==> src/rpha_defines.vh <==
`ifndef RPHA_DEFINES_VH
`define RPHA_DEFINES_VH
// byte addresses of the host-visible locations
`define RPHA_ADR_SEC 5'h00
`define RPHA_ADR_MIN 5'h01
`define RPHA_ADR_HOUR 5'h02
`define RPHA_ADR_WDAY 5'h03
`define RPHA_ADR_DATE 5'h04
`define RPHA_ADR_MONTH 5'h05
`define RPHA_ADR_YEAR 5'h06
`define RPHA_ADR_ASEC 5'h07
`define RPHA_ADR_AMIN 5'h08
`define RPHA_ADR_AHOUR 5'h09
`define RPHA_ADR_WDOG 5'h0a
`define RPHA_ADR_CTRL 5'h0b
`define RPHA_ADR_FLAG 5'h0c
// control register fields
`define RPHA_CTL_ALARM_IE 0
`define RPHA_CTL_WD_RST 1
`define RPHA_CTL_WAKE_EN 2
`define RPHA_CTL_PWR_HOLD 3
`define RPHA_CTL_KICK_IE 4
`define RPHA_CTL_WD_IE 5
`define RPHA_CTL_COPY 7
// flag register fields
`define RPHA_FLG_ALARM 0
`define RPHA_FLG_WD 1
`define RPHA_FLG_KICK 2
// reset values
`define RPHA_RST_CTRL 8'h80
`define RPHA_RST_DATE 8'h01
`define RPHA_RST_MONTH 8'h01
`define RPHA_RST_ZERO 8'h00
// timing
`define RPHA_CLK_MHZ 100
`define RPHA_REC_TIME_MS 150
`define RPHA_OSC_DIV 32768
`endif

==> src/unused_placeholder_none.v <==
`timescale 1ns/10ps
`default_nettype none
`default_nettype wire

==> src/rpha_top.v <==
// Summary of operation
// - write strobe low with select takes data
// - out-of-range supply ignores all accesses
// - host reaches only the user copy
// - copying to user copy can pause
// - internal copy always counts with oscillator
// - seven calendar counters advance together
// - month ends and leap February handled
// - power fail deselects until supply recovers
// - alarm, watchdog, kick drive irq/reset
// - kick or alarm asserts power control
// - host software can release power control
// - reset held through failure plus recovery
// - read mode: select, enable low, strobe high
// - drivers on only with select and enable
// - read data follows address
// - write mode begins at later falling edge
// - copy bit 0 halts, 1 resumes, loads
// - bcd contents, 24-hour hours
`timescale 1ns/10ps
`default_nettype none
`include "rpha_defines.vh"
module rpha_top #(
	parameter OSC_DIV = `RPHA_OSC_DIV,
	parameter REC_CYCLES = `RPHA_REC_TIME_MS * `RPHA_CLK_MHZ * 1000
) (
	// clock and reset
	input wire sys_clk,
	input wire nrst,
	// host byte bus
	input wire chip_sel_n,
	input wire out_en_n,
	input wire write_en_n,
	input wire [4:0] address_bus,
	input wire [7:0] data_bus_in,
	output reg [7:0] data_bus_out,
	output reg data_bus_oe,
	// supply and oscillator
	input wire supply_ok,
	input wire osc_tick,
	// wake and system control
	input wire wake_input_n,
	output reg irq_n,
	output reg supply_wake_n,
	output reg reset_out_n
);
	localparam integer REC_LAST_I = REC_CYCLES - 1; // full-width count, cut to the timer below
	localparam [23:0] REC_LAST = REC_LAST_I[23:0];
	// write tracker states
	localparam [2:0] WS_IDLE = 3'b001;
	localparam [2:0] WS_ACT = 3'b010;
	localparam [2:0] WS_DONE = 3'b100;

	reg [7:0] usr_ff [0:6]; // user-visible clock copy
	reg [7:0] asec_ff; // alarm seconds
	reg [7:0] amin_ff; // alarm minutes
	reg [7:0] ahour_ff; // alarm hours
	reg [7:0] wdog_ff; // watchdog period, seconds, 0 is off
	reg [7:0] wd_cnt_ff; // watchdog countdown
	reg [7:0] ctrl_ff; // control bits
	reg alarm_flag_ff;
	reg wd_flag_ff;
	reg kick_flag_ff;
	reg pwr_ff; // power-control hold
	reg wake_in_ff; // previous kick level
	reg load_ff; // calendar load pulse
	reg [2:0] ws_ff; // write tracker
	reg [4:0] wr_addr_ff; // address held at write start
	reg [7:0] wr_data_ff; // last data seen during write
	reg [23:0] rec_cnt_ff; // supply recovery timer
	reg rec_busy_ff;
	reg [2:0] nxt_ws;
	reg [7:0] nxt_rd;
	integer i;

	wire [7:0] int_sec, int_min, int_hour, int_wday, int_date, int_month, int_year;
	wire sec_pulse;
	wire wr_act; // write mode right now
	wire wr_commit; // end of an accepted write
	wire alarm_evt;
	wire kick_evt;
	wire wd_evt;

	// address decode shared by the read and write paths
	function is_time;
		input [4:0] a;
		begin
			is_time = (a <= `RPHA_ADR_YEAR);
		end
	endfunction

	////////////////////////////////////////////////////////////////////////////////
	// internal counting copy
	// host never touches this copy
	rpha_calendar #(.OSC_DIV(OSC_DIV)) u_cal (
		.sys_clk(sys_clk),
		.nrst(nrst),
		.osc_tick(osc_tick),
		.load_en(load_ff),
		.ld_sec(usr_ff[0]),
		.ld_min(usr_ff[1]),
		.ld_hour(usr_ff[2]),
		.ld_wday(usr_ff[3]),
		.ld_date(usr_ff[4]),
		.ld_month(usr_ff[5]),
		.ld_year(usr_ff[6]),
		.sec_ff(int_sec),
		.min_ff(int_min),
		.hour_ff(int_hour),
		.wday_ff(int_wday),
		.date_ff(int_date),
		.month_ff(int_month),
		.year_ff(int_year),
		.sec_pulse_ff(sec_pulse)
	);

	////////////////////////////////////////////////////////////////////////////////
	// write mode detection
	// select and strobe both low
	// supply out of range blocks it
	assign wr_act = !chip_sel_n & !write_en_n & supply_ok;
	assign wr_commit = (ws_ff == WS_DONE);

	// tracker: idle, active write, one-cycle commit
	always @* begin
		nxt_ws = ws_ff;
		case (ws_ff)
			WS_IDLE: begin
				if (wr_act) begin
					nxt_ws = WS_ACT;
				end
			end
			WS_ACT: begin
				if (!supply_ok) begin
					nxt_ws = WS_IDLE;
				end else if (!wr_act) begin
					nxt_ws = WS_DONE;
				end
			end
			WS_DONE: begin
				nxt_ws = wr_act ? WS_ACT : WS_IDLE;
			end
			default: begin
				nxt_ws = WS_IDLE;
			end
		endcase
	end

	// address is fixed at the start, data tracked to the end
	always @(posedge sys_clk) begin
		if (!nrst) begin
			ws_ff <= WS_IDLE;
			wr_addr_ff <= 5'h00;
			wr_data_ff <= 8'h00;
		end else begin
			ws_ff <= nxt_ws;
			if (wr_act & (ws_ff != WS_ACT)) begin
				wr_addr_ff <= address_bus;
			end
			if (wr_act) begin
				wr_data_ff <= data_bus_in;
			end
		end
	end

	////////////////////////////////////////////////////////////////////////////////
	// event sources
	// alarm matches internal time of day
	assign alarm_evt = sec_pulse & (int_sec == asec_ff) & (int_min == amin_ff)
		& (int_hour == ahour_ff);
	assign kick_evt = wake_in_ff & !wake_input_n;
	assign wd_evt = sec_pulse & (wdog_ff != 8'h00) & (wd_cnt_ff == 8'h01);

	////////////////////////////////////////////////////////////////////////////////
	// user copy, alarm, watchdog and control registers
	always @(posedge sys_clk) begin
		if (!nrst) begin
			for (i = 0; i < 7; i = i + 1) begin
				usr_ff[i] <= `RPHA_RST_ZERO;
			end
			usr_ff[3] <= `RPHA_RST_DATE;
			usr_ff[4] <= `RPHA_RST_DATE;
			usr_ff[5] <= `RPHA_RST_MONTH;
			asec_ff <= `RPHA_RST_ZERO;
			amin_ff <= `RPHA_RST_ZERO;
			ahour_ff <= `RPHA_RST_ZERO;
			wdog_ff <= `RPHA_RST_ZERO;
			wd_cnt_ff <= `RPHA_RST_ZERO;
			ctrl_ff <= `RPHA_RST_CTRL;
			load_ff <= 1'b0;
		end else begin
			load_ff <= wr_commit & (wr_addr_ff == `RPHA_ADR_CTRL)
				& wr_data_ff[`RPHA_CTL_COPY] & !ctrl_ff[`RPHA_CTL_COPY];
			if (ctrl_ff[`RPHA_CTL_COPY] & !load_ff) begin
				usr_ff[0] <= int_sec;
				usr_ff[1] <= int_min;
				usr_ff[2] <= int_hour;
				usr_ff[3] <= int_wday;
				usr_ff[4] <= int_date;
				usr_ff[5] <= int_month;
				usr_ff[6] <= int_year;
			end
			if (wr_commit & is_time(wr_addr_ff)) begin
				usr_ff[wr_addr_ff[2:0]] <= wr_data_ff;
			end
			// watchdog countdown, reloaded by a write
			if (wr_commit & (wr_addr_ff == `RPHA_ADR_WDOG)) begin
				wdog_ff <= wr_data_ff;
				wd_cnt_ff <= wr_data_ff;
			end else if (sec_pulse & (wdog_ff != 8'h00)) begin
				wd_cnt_ff <= (wd_cnt_ff == 8'h01) ? wdog_ff : wd_cnt_ff - 8'h01;
			end
			if (wr_commit) begin
				if (wr_addr_ff == `RPHA_ADR_ASEC) begin
					asec_ff <= wr_data_ff;
				end else if (wr_addr_ff == `RPHA_ADR_AMIN) begin
					amin_ff <= wr_data_ff;
				end else if (wr_addr_ff == `RPHA_ADR_AHOUR) begin
					ahour_ff <= wr_data_ff;
				end else if (wr_addr_ff == `RPHA_ADR_CTRL) begin
					ctrl_ff <= wr_data_ff;
				end
			end
		end
	end

	////////////////////////////////////////////////////////////////////////////////
	// sticky flags and power-control hold; a set beats a clear in the same cycle
	always @(posedge sys_clk) begin
		if (!nrst) begin
			alarm_flag_ff <= 1'b0;
			wd_flag_ff <= 1'b0;
			kick_flag_ff <= 1'b0;
			pwr_ff <= 1'b0;
			wake_in_ff <= 1'b1;
		end else begin
			wake_in_ff <= wake_input_n;
			// writing ones to the flag byte clears them
			if (wr_commit & (wr_addr_ff == `RPHA_ADR_FLAG)) begin
				alarm_flag_ff <= alarm_flag_ff & !wr_data_ff[`RPHA_FLG_ALARM];
				wd_flag_ff <= wd_flag_ff & !wr_data_ff[`RPHA_FLG_WD];
				kick_flag_ff <= kick_flag_ff & !wr_data_ff[`RPHA_FLG_KICK];
			end
			if (alarm_evt) begin
				alarm_flag_ff <= 1'b1;
			end
			if (wd_evt) begin
				wd_flag_ff <= 1'b1;
			end
			if (kick_evt) begin
				kick_flag_ff <= 1'b1;
			end
			// software sets or releases the hold
			if (wr_commit & (wr_addr_ff == `RPHA_ADR_CTRL)) begin
				pwr_ff <= wr_data_ff[`RPHA_CTL_PWR_HOLD];
			end
			// kick or wake alarm turns power on
			if (kick_evt | (alarm_evt & ctrl_ff[`RPHA_CTL_WAKE_EN])) begin
				pwr_ff <= 1'b1;
			end
		end
	end

	////////////////////////////////////////////////////////////////////////////////
	// supply recovery timer; nrst counts as a power-on
	always @(posedge sys_clk) begin
		if (!nrst) begin
			rec_cnt_ff <= 24'h000000;
			rec_busy_ff <= 1'b1;
		end else if (!supply_ok) begin
			// restart while the supply is bad
			rec_cnt_ff <= 24'h000000;
			rec_busy_ff <= 1'b1;
		end else if (rec_busy_ff) begin
			if (rec_cnt_ff == REC_LAST) begin
				rec_busy_ff <= 1'b0;
			end else begin
				rec_cnt_ff <= rec_cnt_ff + 24'h000001;
			end
		end
	end

	////////////////////////////////////////////////////////////////////////////////
	// read multiplexer; flags and control read back live state
	always @* begin
		nxt_rd = 8'h00;
		if (is_time(address_bus)) begin
			nxt_rd = usr_ff[address_bus[2:0]];
		end else if (address_bus == `RPHA_ADR_ASEC) begin
			nxt_rd = asec_ff;
		end else if (address_bus == `RPHA_ADR_AMIN) begin
			nxt_rd = amin_ff;
		end else if (address_bus == `RPHA_ADR_AHOUR) begin
			nxt_rd = ahour_ff;
		end else if (address_bus == `RPHA_ADR_WDOG) begin
			nxt_rd = wdog_ff;
		end else if (address_bus == `RPHA_ADR_CTRL) begin
			nxt_rd = ctrl_ff;
			nxt_rd[`RPHA_CTL_PWR_HOLD] = pwr_ff;
		end else if (address_bus == `RPHA_ADR_FLAG) begin
			nxt_rd[`RPHA_FLG_ALARM] = alarm_flag_ff;
			nxt_rd[`RPHA_FLG_WD] = wd_flag_ff;
			nxt_rd[`RPHA_FLG_KICK] = kick_flag_ff;
		end
	end

	////////////////////////////////////////////////////////////////////////////////
	// registered pins
	always @(posedge sys_clk) begin
		if (!nrst) begin
			data_bus_out <= 8'h00;
			data_bus_oe <= 1'b0;
			irq_n <= 1'b1;
			supply_wake_n <= 1'b1;
			reset_out_n <= 1'b0;
		end else begin
			// data follows the address each cycle
			data_bus_out <= nxt_rd;
			// drive only with select and enable
			data_bus_oe <= supply_ok & !chip_sel_n & !out_en_n & write_en_n;
			irq_n <= !((alarm_flag_ff & ctrl_ff[`RPHA_CTL_ALARM_IE])
				| (kick_flag_ff & ctrl_ff[`RPHA_CTL_KICK_IE])
				| (wd_flag_ff & ctrl_ff[`RPHA_CTL_WD_IE] & !ctrl_ff[`RPHA_CTL_WD_RST]));
			supply_wake_n <= !pwr_ff;
			reset_out_n <= !(rec_busy_ff | !supply_ok
				| (wd_flag_ff & ctrl_ff[`RPHA_CTL_WD_RST]));
		end
	end
endmodule
`default_nettype wire

==> src/rpha_calendar.v <==
`timescale 1ns/10ps
`default_nettype none
`include "rpha_defines.vh"
module rpha_calendar #(
	parameter OSC_DIV = `RPHA_OSC_DIV
) (
	// clock and reset
	input wire sys_clk,
	input wire nrst,
	// oscillator tick, one pulse per oscillator period
	input wire osc_tick,
	// load from the user-visible copy
	input wire load_en,
	input wire [7:0] ld_sec,
	input wire [7:0] ld_min,
	input wire [7:0] ld_hour,
	input wire [7:0] ld_wday,
	input wire [7:0] ld_date,
	input wire [7:0] ld_month,
	input wire [7:0] ld_year,
	// internal counting copy
	output reg [7:0] sec_ff,
	output reg [7:0] min_ff,
	output reg [7:0] hour_ff,
	output reg [7:0] wday_ff,
	output reg [7:0] date_ff,
	output reg [7:0] month_ff,
	output reg [7:0] year_ff,
	output reg sec_pulse_ff
);
	localparam integer DIV_LAST_I = OSC_DIV - 1; // full-width count, cut to the prescaler below
	localparam [15:0] DIV_LAST = DIV_LAST_I[15:0];
	reg [15:0] div_ff; // oscillator prescaler

	// bcd increment of one byte
	function [7:0] bcd_inc;
		input [7:0] v;
		begin
			if (v[3:0] == 4'h9) begin
				bcd_inc = {v[7:4] + 4'h1, 4'h0};
			end else begin
				bcd_inc = {v[7:4], v[3:0] + 4'h1};
			end
		end
	endfunction

	// two-digit bcd year divisible by four; year 00 counts as leap
	function leap_year;
		input [7:0] y;
		begin
			if (y[4] == 1'b0) begin
				leap_year = (y[3:0] == 4'h0) | (y[3:0] == 4'h4) | (y[3:0] == 4'h8);
			end else begin
				leap_year = (y[3:0] == 4'h2) | (y[3:0] == 4'h6);
			end
		end
	endfunction

	// last date of the month in bcd
	function [7:0] month_last;
		input [7:0] m;
		input [7:0] y;
		begin
			case (m)
				8'h02: month_last = leap_year(y) ? 8'h29 : 8'h28;
				8'h04, 8'h06, 8'h09, 8'h11: month_last = 8'h30;
				default: month_last = 8'h31;
			endcase
		end
	endfunction

	////////////////////////////////////////////////////////////////////////////////
	// prescaler and calendar chain, all fields advance in one edge
	always @(posedge sys_clk) begin
		sec_pulse_ff <= 1'b0;
		if (!nrst) begin
			div_ff <= 16'h0000;
			sec_ff <= `RPHA_RST_ZERO;
			min_ff <= `RPHA_RST_ZERO;
			hour_ff <= `RPHA_RST_ZERO;
			wday_ff <= `RPHA_RST_DATE;
			date_ff <= `RPHA_RST_DATE;
			month_ff <= `RPHA_RST_MONTH;
			year_ff <= `RPHA_RST_ZERO;
		end else if (load_en) begin
			div_ff <= 16'h0000;
			sec_ff <= ld_sec;
			min_ff <= ld_min;
			hour_ff <= ld_hour;
			wday_ff <= ld_wday;
			date_ff <= ld_date;
			month_ff <= ld_month;
			year_ff <= ld_year;
		end else if (osc_tick) begin
			if (div_ff != DIV_LAST) begin
				div_ff <= div_ff + 16'h0001;
			end else begin
				div_ff <= 16'h0000;
				sec_pulse_ff <= 1'b1;
				if (sec_ff != 8'h59) begin
					sec_ff <= bcd_inc(sec_ff);
				end else begin
					sec_ff <= 8'h00;
					if (min_ff != 8'h59) begin
						min_ff <= bcd_inc(min_ff);
					end else begin
						min_ff <= 8'h00;
						if (hour_ff != 8'h23) begin
							hour_ff <= bcd_inc(hour_ff);
						end else begin
							hour_ff <= 8'h00;
							// weekday wraps 7 to 1 at midnight
							wday_ff <= (wday_ff == 8'h07) ? 8'h01 : bcd_inc(wday_ff);
							if (date_ff != month_last(month_ff, year_ff)) begin
								date_ff <= bcd_inc(date_ff);
							end else begin
								date_ff <= 8'h01;
								if (month_ff != 8'h12) begin
									month_ff <= bcd_inc(month_ff);
								end else begin
									month_ff <= 8'h01;
									year_ff <= (year_ff == 8'h99) ? 8'h00 : bcd_inc(year_ff);
								end
							end
						end
					end
				end
			end
		end
	end
endmodule
`default_nettype wire

==> config.mk <==
export PLATFORM = sky130hd
export DESIGN_NAME = rpha_top
export DESIGN_NICKNAME = d
export VERILOG_FILES = /design/src/unused_placeholder_none.v /design/src/rpha_top.v /design/src/rpha_calendar.v
export VERILOG_INCLUDE_DIRS = /design/src /design/src/src
export SDC_FILE = /design/constraint.sdc
export NUM_CORES = 1
export LEC_CHECK = 0
export BUFFER_PORTS_ARGS = -buffer_cell sky130_fd_sc_hd__buf_2
export CELL_PAD_IN_SITES_DETAIL_PLACEMENT = 1
export CELL_PAD_IN_SITES_GLOBAL_PLACEMENT = 1
export CORE_MARGIN = 10
export CORE_UTILIZATION = 44
export DETAILED_ROUTE_END_ITERATION = 7
export PLACE_DENSITY_LB_ADDON = 0.1
export REMOVE_ABC_BUFFERS = 1
export SYNTH_ARGS = -nofsm -noshare
export SYNTH_HDL_FRONTEND = slang
export SYNTH_HIERARCHICAL = 1
export SYNTH_SLANG_ARGS = --single-unit
==> constraint.sdc <==
create_clock -name sys_clk -period 2.5 [get_ports sys_clk]
set_clock_uncertainty 0.15 [all_clocks]
set_input_delay 0.25 -clock sys_clk [delete_from_list [all_inputs] [get_ports sys_clk]]
set_output_delay 0.25 -clock sys_clk [all_outputs]
set_load 0.05 [all_outputs]
==> results.cfg, run 1 <==
[floorplanning]
num_rows = 61
die_x_um = 188.5
die_height_um = 188.5
core_sq_um = 27930
start_util_pct = 44.72
pin_count = 33
dieArea_sq_um = 35530

[cells_and_area]
n_fill_cell = 3313
stdcell_count = 1966
final_common_cell = dfxtp_1
antenna_cells = 0
syn_to_final_growth_pct = 21.14
finalNetCount = 1611
drive_above_1_share_pct = 18.95
layout_common_cells = 173 x dfxtp_1, 163 x nand2_1, 158 x nor2_1, 131 x buf_4, 108 x o21ai_0

[timing]
slew_violations = 0
hold_violations = 0
rsz0062_at_grt = yes
fin_crit_ps = 2544
finalCritPeriodShare_pct = 101.8
final-setup-viol-count = 7
fin_ws_ps = -44.18
max_slew_margin_pct = 54.71
max_freq_ghz = 0.3931
whs_ps = 37.29
tightest_slew_ps = 679.4

[clock_tree]
cts_sinks = 235
cts_buffers = 28
cts_max_level = 1
cts_tree = done
clkTransAtPathRegs_ps = 60
clk_path_buf_depth = 3
clk_latency_ps = 550
root_buffer = clkbuf_16

[logic_synthesis]
synth.distinct_cells = 83
synth_area_per_cell_sq_um = 8.712
synth_flop_cell = dfxtp_1
synth_warnings = 6
synth_seq_area_share_pct = 42.14
synthCells = 1434
ys_ff_latch = 235
synth_area_sq_um = 12490
async_reset_ff_share_pct = 0
synth_edf_count = 56

[status]
outcome = complete, but fails checks
violations = negative setup slack

[grt]
antenna_found_initial = 0
overflow = 0
grt_max_degree = 50
first_global_vias = 11690
grtUsageTotal_pct = 23.48
grt_pass1_wl_um = 67210

[place]
dp_hpwl_um = 30630
place.port_buffers = 32
placed_cells = 1887
place.gp.congestion = 0.8779

[pwr]
p_comb_share_pct = 4.2
switching_share_pct = 22.64
power_density_nw_per_um2 = 565.0
p_seq_share_pct = 45.8
clkPwrFrac_pct = 49.9
power_w = 0.008551
internal-power_w = 0.006615
ir_drop_mv = 0.4644
power.leakage_nw = 5.754
switchingPower_w = 0.001936

[route]
drt_iter0_drc = 952
wl_um = 43070
dr.pass1.iters = 7
vias_per_cell = 5.865
avgRoutedWirePerCell_um = 21.91
drc = 0
drt.antenna.violating_nets = 0
vias = 11530

[setup_path]
arrival_ps = 2810
crit_path_end_kind = register
start_kind = register
cp_max_fo = 7
critPathKind = reg -> reg
critPathRequiredTime_ps = 2760

[run]
cap_viol_max_count = 0

[min_path]
worstHoldPathType = in -> reg
## per-stage QoR
step / util (%) / cell area [sq um] / setup WS [ps] / TNS, ps
global placement: 49.16 / 13730 / -27.86 / -86.93
floorplan: - / 12110 / -1121 / -87070
global route: 54.18 / 15130 / -113.7 / -859.5
CTS: 53.44 / 14930 / -11.49 / -21.52
detailed placement: 49.16 / 13730 / -104.0 / -1060
finish: 54.18 / 15130 / -44.18 / -228.7
## state kept, by name (all words and copies together) (netlist names), 3 cells and up
signal	flops
ahour_ff	8
amin_ff	8
asec_ff	8
ctrl_ff	7
data_bus_out	8
rec_cnt_ff	24
u_cal/date_ff	8
u_cal/div_ff	16
u_cal/hour_ff	8
u_cal/min_ff	8
u_cal/month_ff	8
u_cal/sec_ff	8
u_cal/wday_ff	8
u_cal/year_ff	8
usr_ff	56
wd_cnt_ff	8
wdog_ff	8
wr_addr_ff	5
wr_data_ff	8
ws_ff	3
## cell usage after synthesis (all sizes together), types with 4 or more instances
| cell | instances | share of area [%] |
|---|---|---|
| a211oi | 24 | 1.5 |
| dfxtp | 179 | 29 |
| and2 | 10 | 0.50 |
| nand3b | 5 | 0.30 |
| nand2b | 15 | 0.81 |
| nand4 | 24 | 1.3 |
| nand3 | 66 | 2.6 |
| o31ai | 12 | 0.72 |
| o211ai | 6 | 0.36 |
| or2 | 5 | 0.25 |
| buf | 29 | 1.4 |
| nand2 | 164 | 4.9 |
| mux2 | 4 | 0.39 |
| or4 | 6 | 0.39 |
| nor4 | 16 | 0.97 |
| nor4b | 11 | 1.1 |
| o221ai | 5 | 0.35 |
| o32ai | 6 | 0.42 |
| inv | 46 | 1.4 |
| o21ai | 116 | 4.7 |
| clkbuf | 56 | 1.7 |
| mux4 | 17 | 3.1 |
| nor3 | 28 | 1.2 |
| nor2 | 161 | 4.8 |
| o22ai | 10 | 0.50 |
| a21oi | 98 | 4.0 |
| or3b | 5 | 0.37 |
| nor2b | 13 | 0.65 |
| and3 | 15 | 0.75 |
| xnor2 | 22 | 1.5 |
| or3 | 17 | 0.85 |
| xor2 | 39 | 2.7 |
| nand4b | 4 | 0.28 |
| a21o | 4 | 0.24 |
| and4 | 5 | 0.35 |
| nor3b | 7 | 0.42 |
| edfxtp | 56 | 13 |
| and3b | 5 | 0.35 |
| mux2i | 42 | 3.4 |
| a22oi | 9 | 0.54 |
| a31oi | 8 | 0.40 |
| o21a | 4 | 0.24 |
| ha | 24 | 2.4 |
## path summary, 6_finish.rpt
check	from	depth (start not counted)	end	slack, ps
max	u_cal/month_ff[4]$_SDFFE_PN0P_	11	u_cal/month_ff[2]$_SDFFE_PN0P_	-40
min	write_en_n	5	wr_data_ff[1]$_SDFFE_PN0P_	40
max reg2reg	u_cal/month_ff[4]$_SDFFE_PN0P_	11	u_cal/month_ff[2]$_SDFFE_PN0P_	-40
min reg2reg	pwr_ff$_SDFFE_PN0P_	1	supply_wake_n$_SDFF_PN1_	270
## worst max-delay path: stages, from the launching register on
cell and delay [ps]:
dfxtp_2 320, inv_2 70, ha_4 150, nand2b_4 50, o32a_1 340, or4_1 420
a21oi_2 220, buf_4 170, buf_6 120, nand4_1 100, xnor2_1 200, a21oi_1 90
## power groups by stage
stage          clock, W  combinational, W  sequential, W
2_1_floorplan         0          0.000128        0.00402
3_3_place_gp          0          0.000328        0.00400
3_5_place_dp          0          0.000333        0.00400
4_1_cts         0.00434          0.000355        0.00392
5_1_grt         0.00451          0.000387        0.00392
6_report        0.00427          0.000360        0.00392
## what timing repair did
action | in CTS | in global routing
gates resized for setup | 14 | 38
setup endpoints to repair | 25 | 46
endpoints found under the hold margin | 39 | 0
setup buffers | 1 | 9
hold buffers | 17 | 0
pin swaps | 5 | 11
## cells by family (layout without fill, tap and decap cells)
| group | Yosys count | in the layout | share of synthesized area (%) |
|---|---|---|---|
| buf+inv | 132 | 286 | 4.467 |
| compound gates | 334 | 334 | 16.33 |
| xor+xnor | 61 | 61 | 4.276 |
| flops | 235 | 235 | 42.14 |
| simple gates | 585 | 585 | 23.56 |
| mux | 63 | 63 | 6.820 |
| fa+ha+maj | 24 | 24 | 2.404 |
## layer usage
layer	GRT usage, %	wire, um
met2	39.49	20730
met1	30.26	18930
met4	7.967	1287
met5	0	0
met3	3.268	2124
## layout make-up
cell class              count  area (sq um)  area share, %
well taps                 378         473.0          3.125
repair buffers            187          1414          9.342
inverters                  47         176.4          1.166
clock inverters             8         92.59         0.6118
clock buffers              44         874.6          5.779
multi-input cells        1067          6832          45.14
flip-flops and latches    235          5273          34.84
Note: power is estimated with default switching activity, not from simulation.
==> inputs of run 2 (changes only) <==
- BUFFER_PORTS_ARGS: -buffer_cell sky130_fd_sc_hd__buf_2 -> not set
- CORE_UTILIZATION: 44 -> 45
- DONT_BUFFER_PORTS: not set -> 1
==> results.cfg, run 2 (synthesis gave the netlist of run 1 again) <==
[status]
outcome = finished, final reports clean

[timing]
final-setup-viol-count = 0
slew_violations = 0
tightest_slew_ps = 792.0
fin_crit_ps = 2458
hold_violations = 0
rsz0062_at_grt = yes
max_freq_ghz = 0.4068
finalCritPeriodShare_pct = 98.33
max_slew_margin_pct = 47.07

[place]
place.port_buffers = 0
dp_hpwl_um = 30310
placed_cells = 1840
place.gp.congestion = 0.9255

[route]
drc = 0
avgRoutedWirePerCell_um = 22.75
wl_um = 44290
vias_per_cell = 5.964
dr.pass1.iters = 5
vias = 11610
drt.antenna.violating_nets = 0
drt_iter0_drc = 956

[floorplanning]
start_util_pct = 46.10
num_rows = 60
core_sq_um = 27100
pin_count = 33
die_x_um = 186.6
die_height_um = 186.6
dieArea_sq_um = 34830

[grt]
grtUsageTotal_pct = 24.20
grt_pass1_wl_um = 69030
overflow = 0
grt_max_degree = 48
antenna_found_initial = 0
first_global_vias = 12010

[cells_and_area]
final_common_cell = dfxtp_1
syn_to_final_growth_pct = 22.84
top_regs = usr_ff (56), rec_cnt_ff (24), u_cal/div_ff (16)
drive_above_1_share_pct = 17.27
layout_common_cells = 172 x dfxtp_1, 162 x nand2_1, 159 x nor2_1, 121 x buf_4, 108 x o21ai_0
finalNetCount = 1598
stdcell_count = 1947
max_flop_register = usr_ff
largest_register_ffs = 56
antenna_cells = 0

[clock_tree]
clkTransAtPathRegs_ps = 60
cts_tree = done
clk_path_buf_depth = 3
root_buffer = clkbuf_16
cts_buffers = 28
clk_latency_ps = 560
cts_max_level = 1
cts_sinks = 235

[pwr]
ir_drop_mv = 0.6107
power_density_nw_per_um2 = 588.7
power_w = 0.009035
power.leakage_nw = 5.699

[run]
cap_viol_max_count = 0

[setup_path]
arrival_ps = 2790
crit_path_end_kind = register
critPathRequiredTime_ps = 2830
critPathKind = reg -> reg
cp_max_fo = 7
start_kind = register

[min_path]
worstHoldPathType = in -> reg
## run 2: per-stage QoR
stage	hold slack, ps	setup TNS [ps]	area (sq um)	util [%]	setup WS [ps]
after floorplan	161.9	-87070	12110	-	-1121
after global placement	179.9	-49.91	13510	49.85	-40.75
after detailed placement	181.7	-1398	13510	49.85	-129.2
after CTS	1.250	-37.97	15100	55.72	-35.64
after global routing	7.214	-257.7	15350	56.63	-33.54
final	44.02	0	15350	56.63	41.69
## run 2: timing repair
item                                    CTS  global route
hold endpoints to repair                 82             1
hold buffers                             45             1
endpoints found under the setup margin   25            44
setup buffers                             1             8
resized for setup                        11            46
pin swaps                                 3            12
## run 2: final cells by class
type | count | area [sq um]
fill | 3067 | 11750
multi-input combinational | 1067 | 6865
sequential | 235 | 5274
timing repair buffer | 174 | 1484
clock buffer | 29 | 714.4
tap | 372 | 465.4
clock inverter | 23 | 367.9
inverter | 47 | 176.4
## run 2: final timing paths
path              cells after the start                              to  slack (ps)                           start
setup / recovery                     11  u_cal/month_ff[3]$_SDFFE_PN0P_          40  u_cal/month_ff[5]$_SDFFE_PN0P_
hold / removal                        4             pwr_ff$_SDFFE_PN0P_          40                            nrst
setup reg to reg                     11  u_cal/month_ff[3]$_SDFFE_PN0P_          40  u_cal/month_ff[5]$_SDFFE_PN0P_
hold reg to reg                       1          reset_out_n$_SDFF_PN0_         350          rec_busy_ff$_SDFF_PN1_
## run 2: where the power goes
group	leakage [nW]	switching, W	internal [W]
clock	0.508	0.00176	0.00301
combinational	3.07	0.000199	0.000126
sequential	2.12	0.0000433	0.00389
## run 2: critical path, stage by stage, from the launching register on
cell and delay [ps]:
dfxtp_2 330, inv_2 70, ha_4 150, nand2b_4 70, o32a_1 300, or4_4 440, a21oi_4 190, buf_12 140
buf_6 120, a21oi_1 60, a211o_1 270, a21oi_2 110
## run 2: layer usage
layer	track usage, %	up-vias	part of all wire (%)
met3	4.097	83	6.1
met2	40.94	307	48
met1	31.10	5828	43
li1	-	5393	-
met4	6.731	0	2.9
met5	0	-	0
==> inputs of run 3 (changes only) <==
- clock period: 2.5 -> 2.15 ns (I/O delays scaled with it)
==> results.cfg, run 3 (synthesis gave the netlist of run 1 again) <==
[setup_path]
critical-path-slowest-cell = or4_4
cp_common_cell = a211oi_4
crit_path_end_kind = register
critPathKind = reg -> reg
start_kind = register
critPathRequiredTime_ps = 2400
critical-path-max-stage-delay_ps = 450
arrival_ps = 2860
cp_top_family = compound AO/OA/AOI/OAI gates
crit_chain = or3b_1, o32a_1, or4_4, a21oi_4, buf_6, a31oi_4, a211oi_4, a211oi_4
cp_max_fo = 5
critPathBufInv = 1

[timing]
final-setup-viol-count = 45
finalSetupTns_ps = -10530
tightest_slew_ps = 796.7
finalCritPeriodShare_pct = 121.4
fin_crit_ps = 2611
max_freq_ghz = 0.3830
max_slew_margin_pct = 46.71
slew_violations = 0
fin_ws_ps = -461.1
rsz0062_at_grt = yes
hold_violations = 1
whs_ps = -13.84

[grt]
grt_pass1_wl_um = 72360
grtUsageTotal_pct = 25.65
grt_max_degree = 44
first_global_vias = 12560
overflow = 0
antenna_found_initial = 0

[floorplanning]
start_util_pct = 46.10
core_sq_um = 27100
die_height_um = 186.6
pin_count = 33
num_rows = 60
dieArea_sq_um = 34830
die_x_um = 186.6

[clock_tree]
cts_tree = done
cts_buffers = 27
clk_path_buf_depth = 3
clk_latency_ps = 550
cts_sinks = 235
cts_max_level = 1
clkTransAtPathRegs_ps = 60
root_buffer = clkbuf_16

[cells_and_area]
layout_common_cells = 177 x buf_4, 172 x dfxtp_1, 156 x nand2_1, 149 x nor2_1, 97 x o21ai_0
final_common_cell = buf_4
top_regs = usr_ff (56), rec_cnt_ff (24), u_cal/div_ff (16)
antenna_cells = 0
fin_area_sq_um = 16260
largest_register_ffs = 56
n_fill_cell = 3099
max_flop_register = usr_ff
drive_above_1_share_pct = 25.56
fin_util_pct = 59.99
syn_to_final_growth_pct = 30.12
finalNetCount = 1668

[pwr]
ir_drop_mv = 0.6985
power_density_nw_per_um2 = 600.2
power.leakage_nw = 6.262

[route]
vias = 12250
drc = 0
drt_iter0_drc = 1014
dr.pass1.iters = 6
wl_um = 48240
avgRoutedWirePerCell_um = 23.94
vias_per_cell = 6.080
drt.antenna.violating_nets = 0

[status]
outcome = complete, but fails checks
violations = negative hold slack, negative setup slack

[min_path]
worstHoldPathType = in -> reg

[run]
cap_viol_max_count = 0

[place]
dp_hpwl_um = 31310
place.gp.congestion = 0.8867
place.port_buffers = 0
postPlaceCellArea_sq_um = 14040
run 3: cell types whose count changed in the layout (fill, tap and decap cells not counted), moves of 7 or more:
cell,before,now
buf_4,121,177
buf_6,4,28
dlygate4sd3_1,45,29
o21ai_0,108,97
nor2_1,159,149
a211oi_1,18,10
clkbuf_8,1,9
bufinv_16,9,2
run 3: worst paths after layout:
check	start	to	slack, ps	cells after the start
hold / removal	supply_ok	ws_ff[1]$_SDFFE_PN0P_	-10	3
setup reg to reg	u_cal/month_ff[0]$_SDFFE_PN1P_	u_cal/year_ff[5]$_SDFFE_PN0P_	-460	8
hold reg to reg	wake_in_ff$_SDFF_PN1_	kick_flag_ff$_SDFFE_PN0P_	350	2
setup / recovery	u_cal/month_ff[0]$_SDFFE_PN1P_	u_cal/year_ff[5]$_SDFFE_PN0P_	-460	8
run 3: timing repair:
| action | 4_1_cts | 5_1_grt |
|---|---|---|
| endpoints found under the setup margin | 71 | 118 |
| cloned | 0 | 3 |
| pin swaps | 42 | 49 |
| setup buffers | 14 | 11 |
| gates resized for setup | 87 | 107 |
| hold buffers | 33 | 0 |
| endpoints found under the hold margin | 96 | 0 |
run 3: worst reg2reg max path, cell delays in order (launching register included):
cell and delay [ps]:
dfxtp_1 380, or3b_1 380, o32a_1 190, or4_4 450, a21oi_4 220, buf_6 170, a31oi_4 140, a211oi_4 280
a211oi_4 80
run 3: area by class of cell:
class                           instances  area (sq um)  area share (%)
Multi-Input combinational cell       1067          7297           44.89
Sequential cell                       235          5274           32.44
Tap cell                              372         465.4           2.863
Clock inverter                          9         102.6          0.6311
Timing Repair Buffer                  245          2127           13.08
Inverter                               47         176.4           1.085
Clock buffer                           40         814.5           5.010
run 3: routing by layer:
metal | part of all wire, % | global-route usage, % | vias up
met5 | 0 | 0 | -
met4 | 3.9 | 9.926 | 0
met3 | 6.8 | 3.836 | 125
met2 | 48 | 43.04 | 458
met1 | 41 | 32.51 | 6123
li1 | - | - | 5546
run 3: through the flow:
step / setup slack (ps) / total power, W / hold WS (ps) / instances
floorplan: -1471 / 0.004819 / 126.9 / 1349
global placement: -367.8 / 0.004943 / 143.7 / 1907
detailed placement: -431.6 / 0.004949 / 145.6 / 1907
CTS: -331.7 / 0.009783 / 9.218 / 2003
global route: -515.7 / 0.01000 / 1.792 / 2015
finish: -461.1 / 0.009758 / -13.84 / 2015
run 3: power by group:
group	internal (W)	total [W]	switching [W]
Combinational	0.000143	0.000392	0.000248
Clock	0.00285	0.00479	0.00194
Sequential	0.00453	0.00458	0.0000467
Total	0.00752	0.00976	0.00224
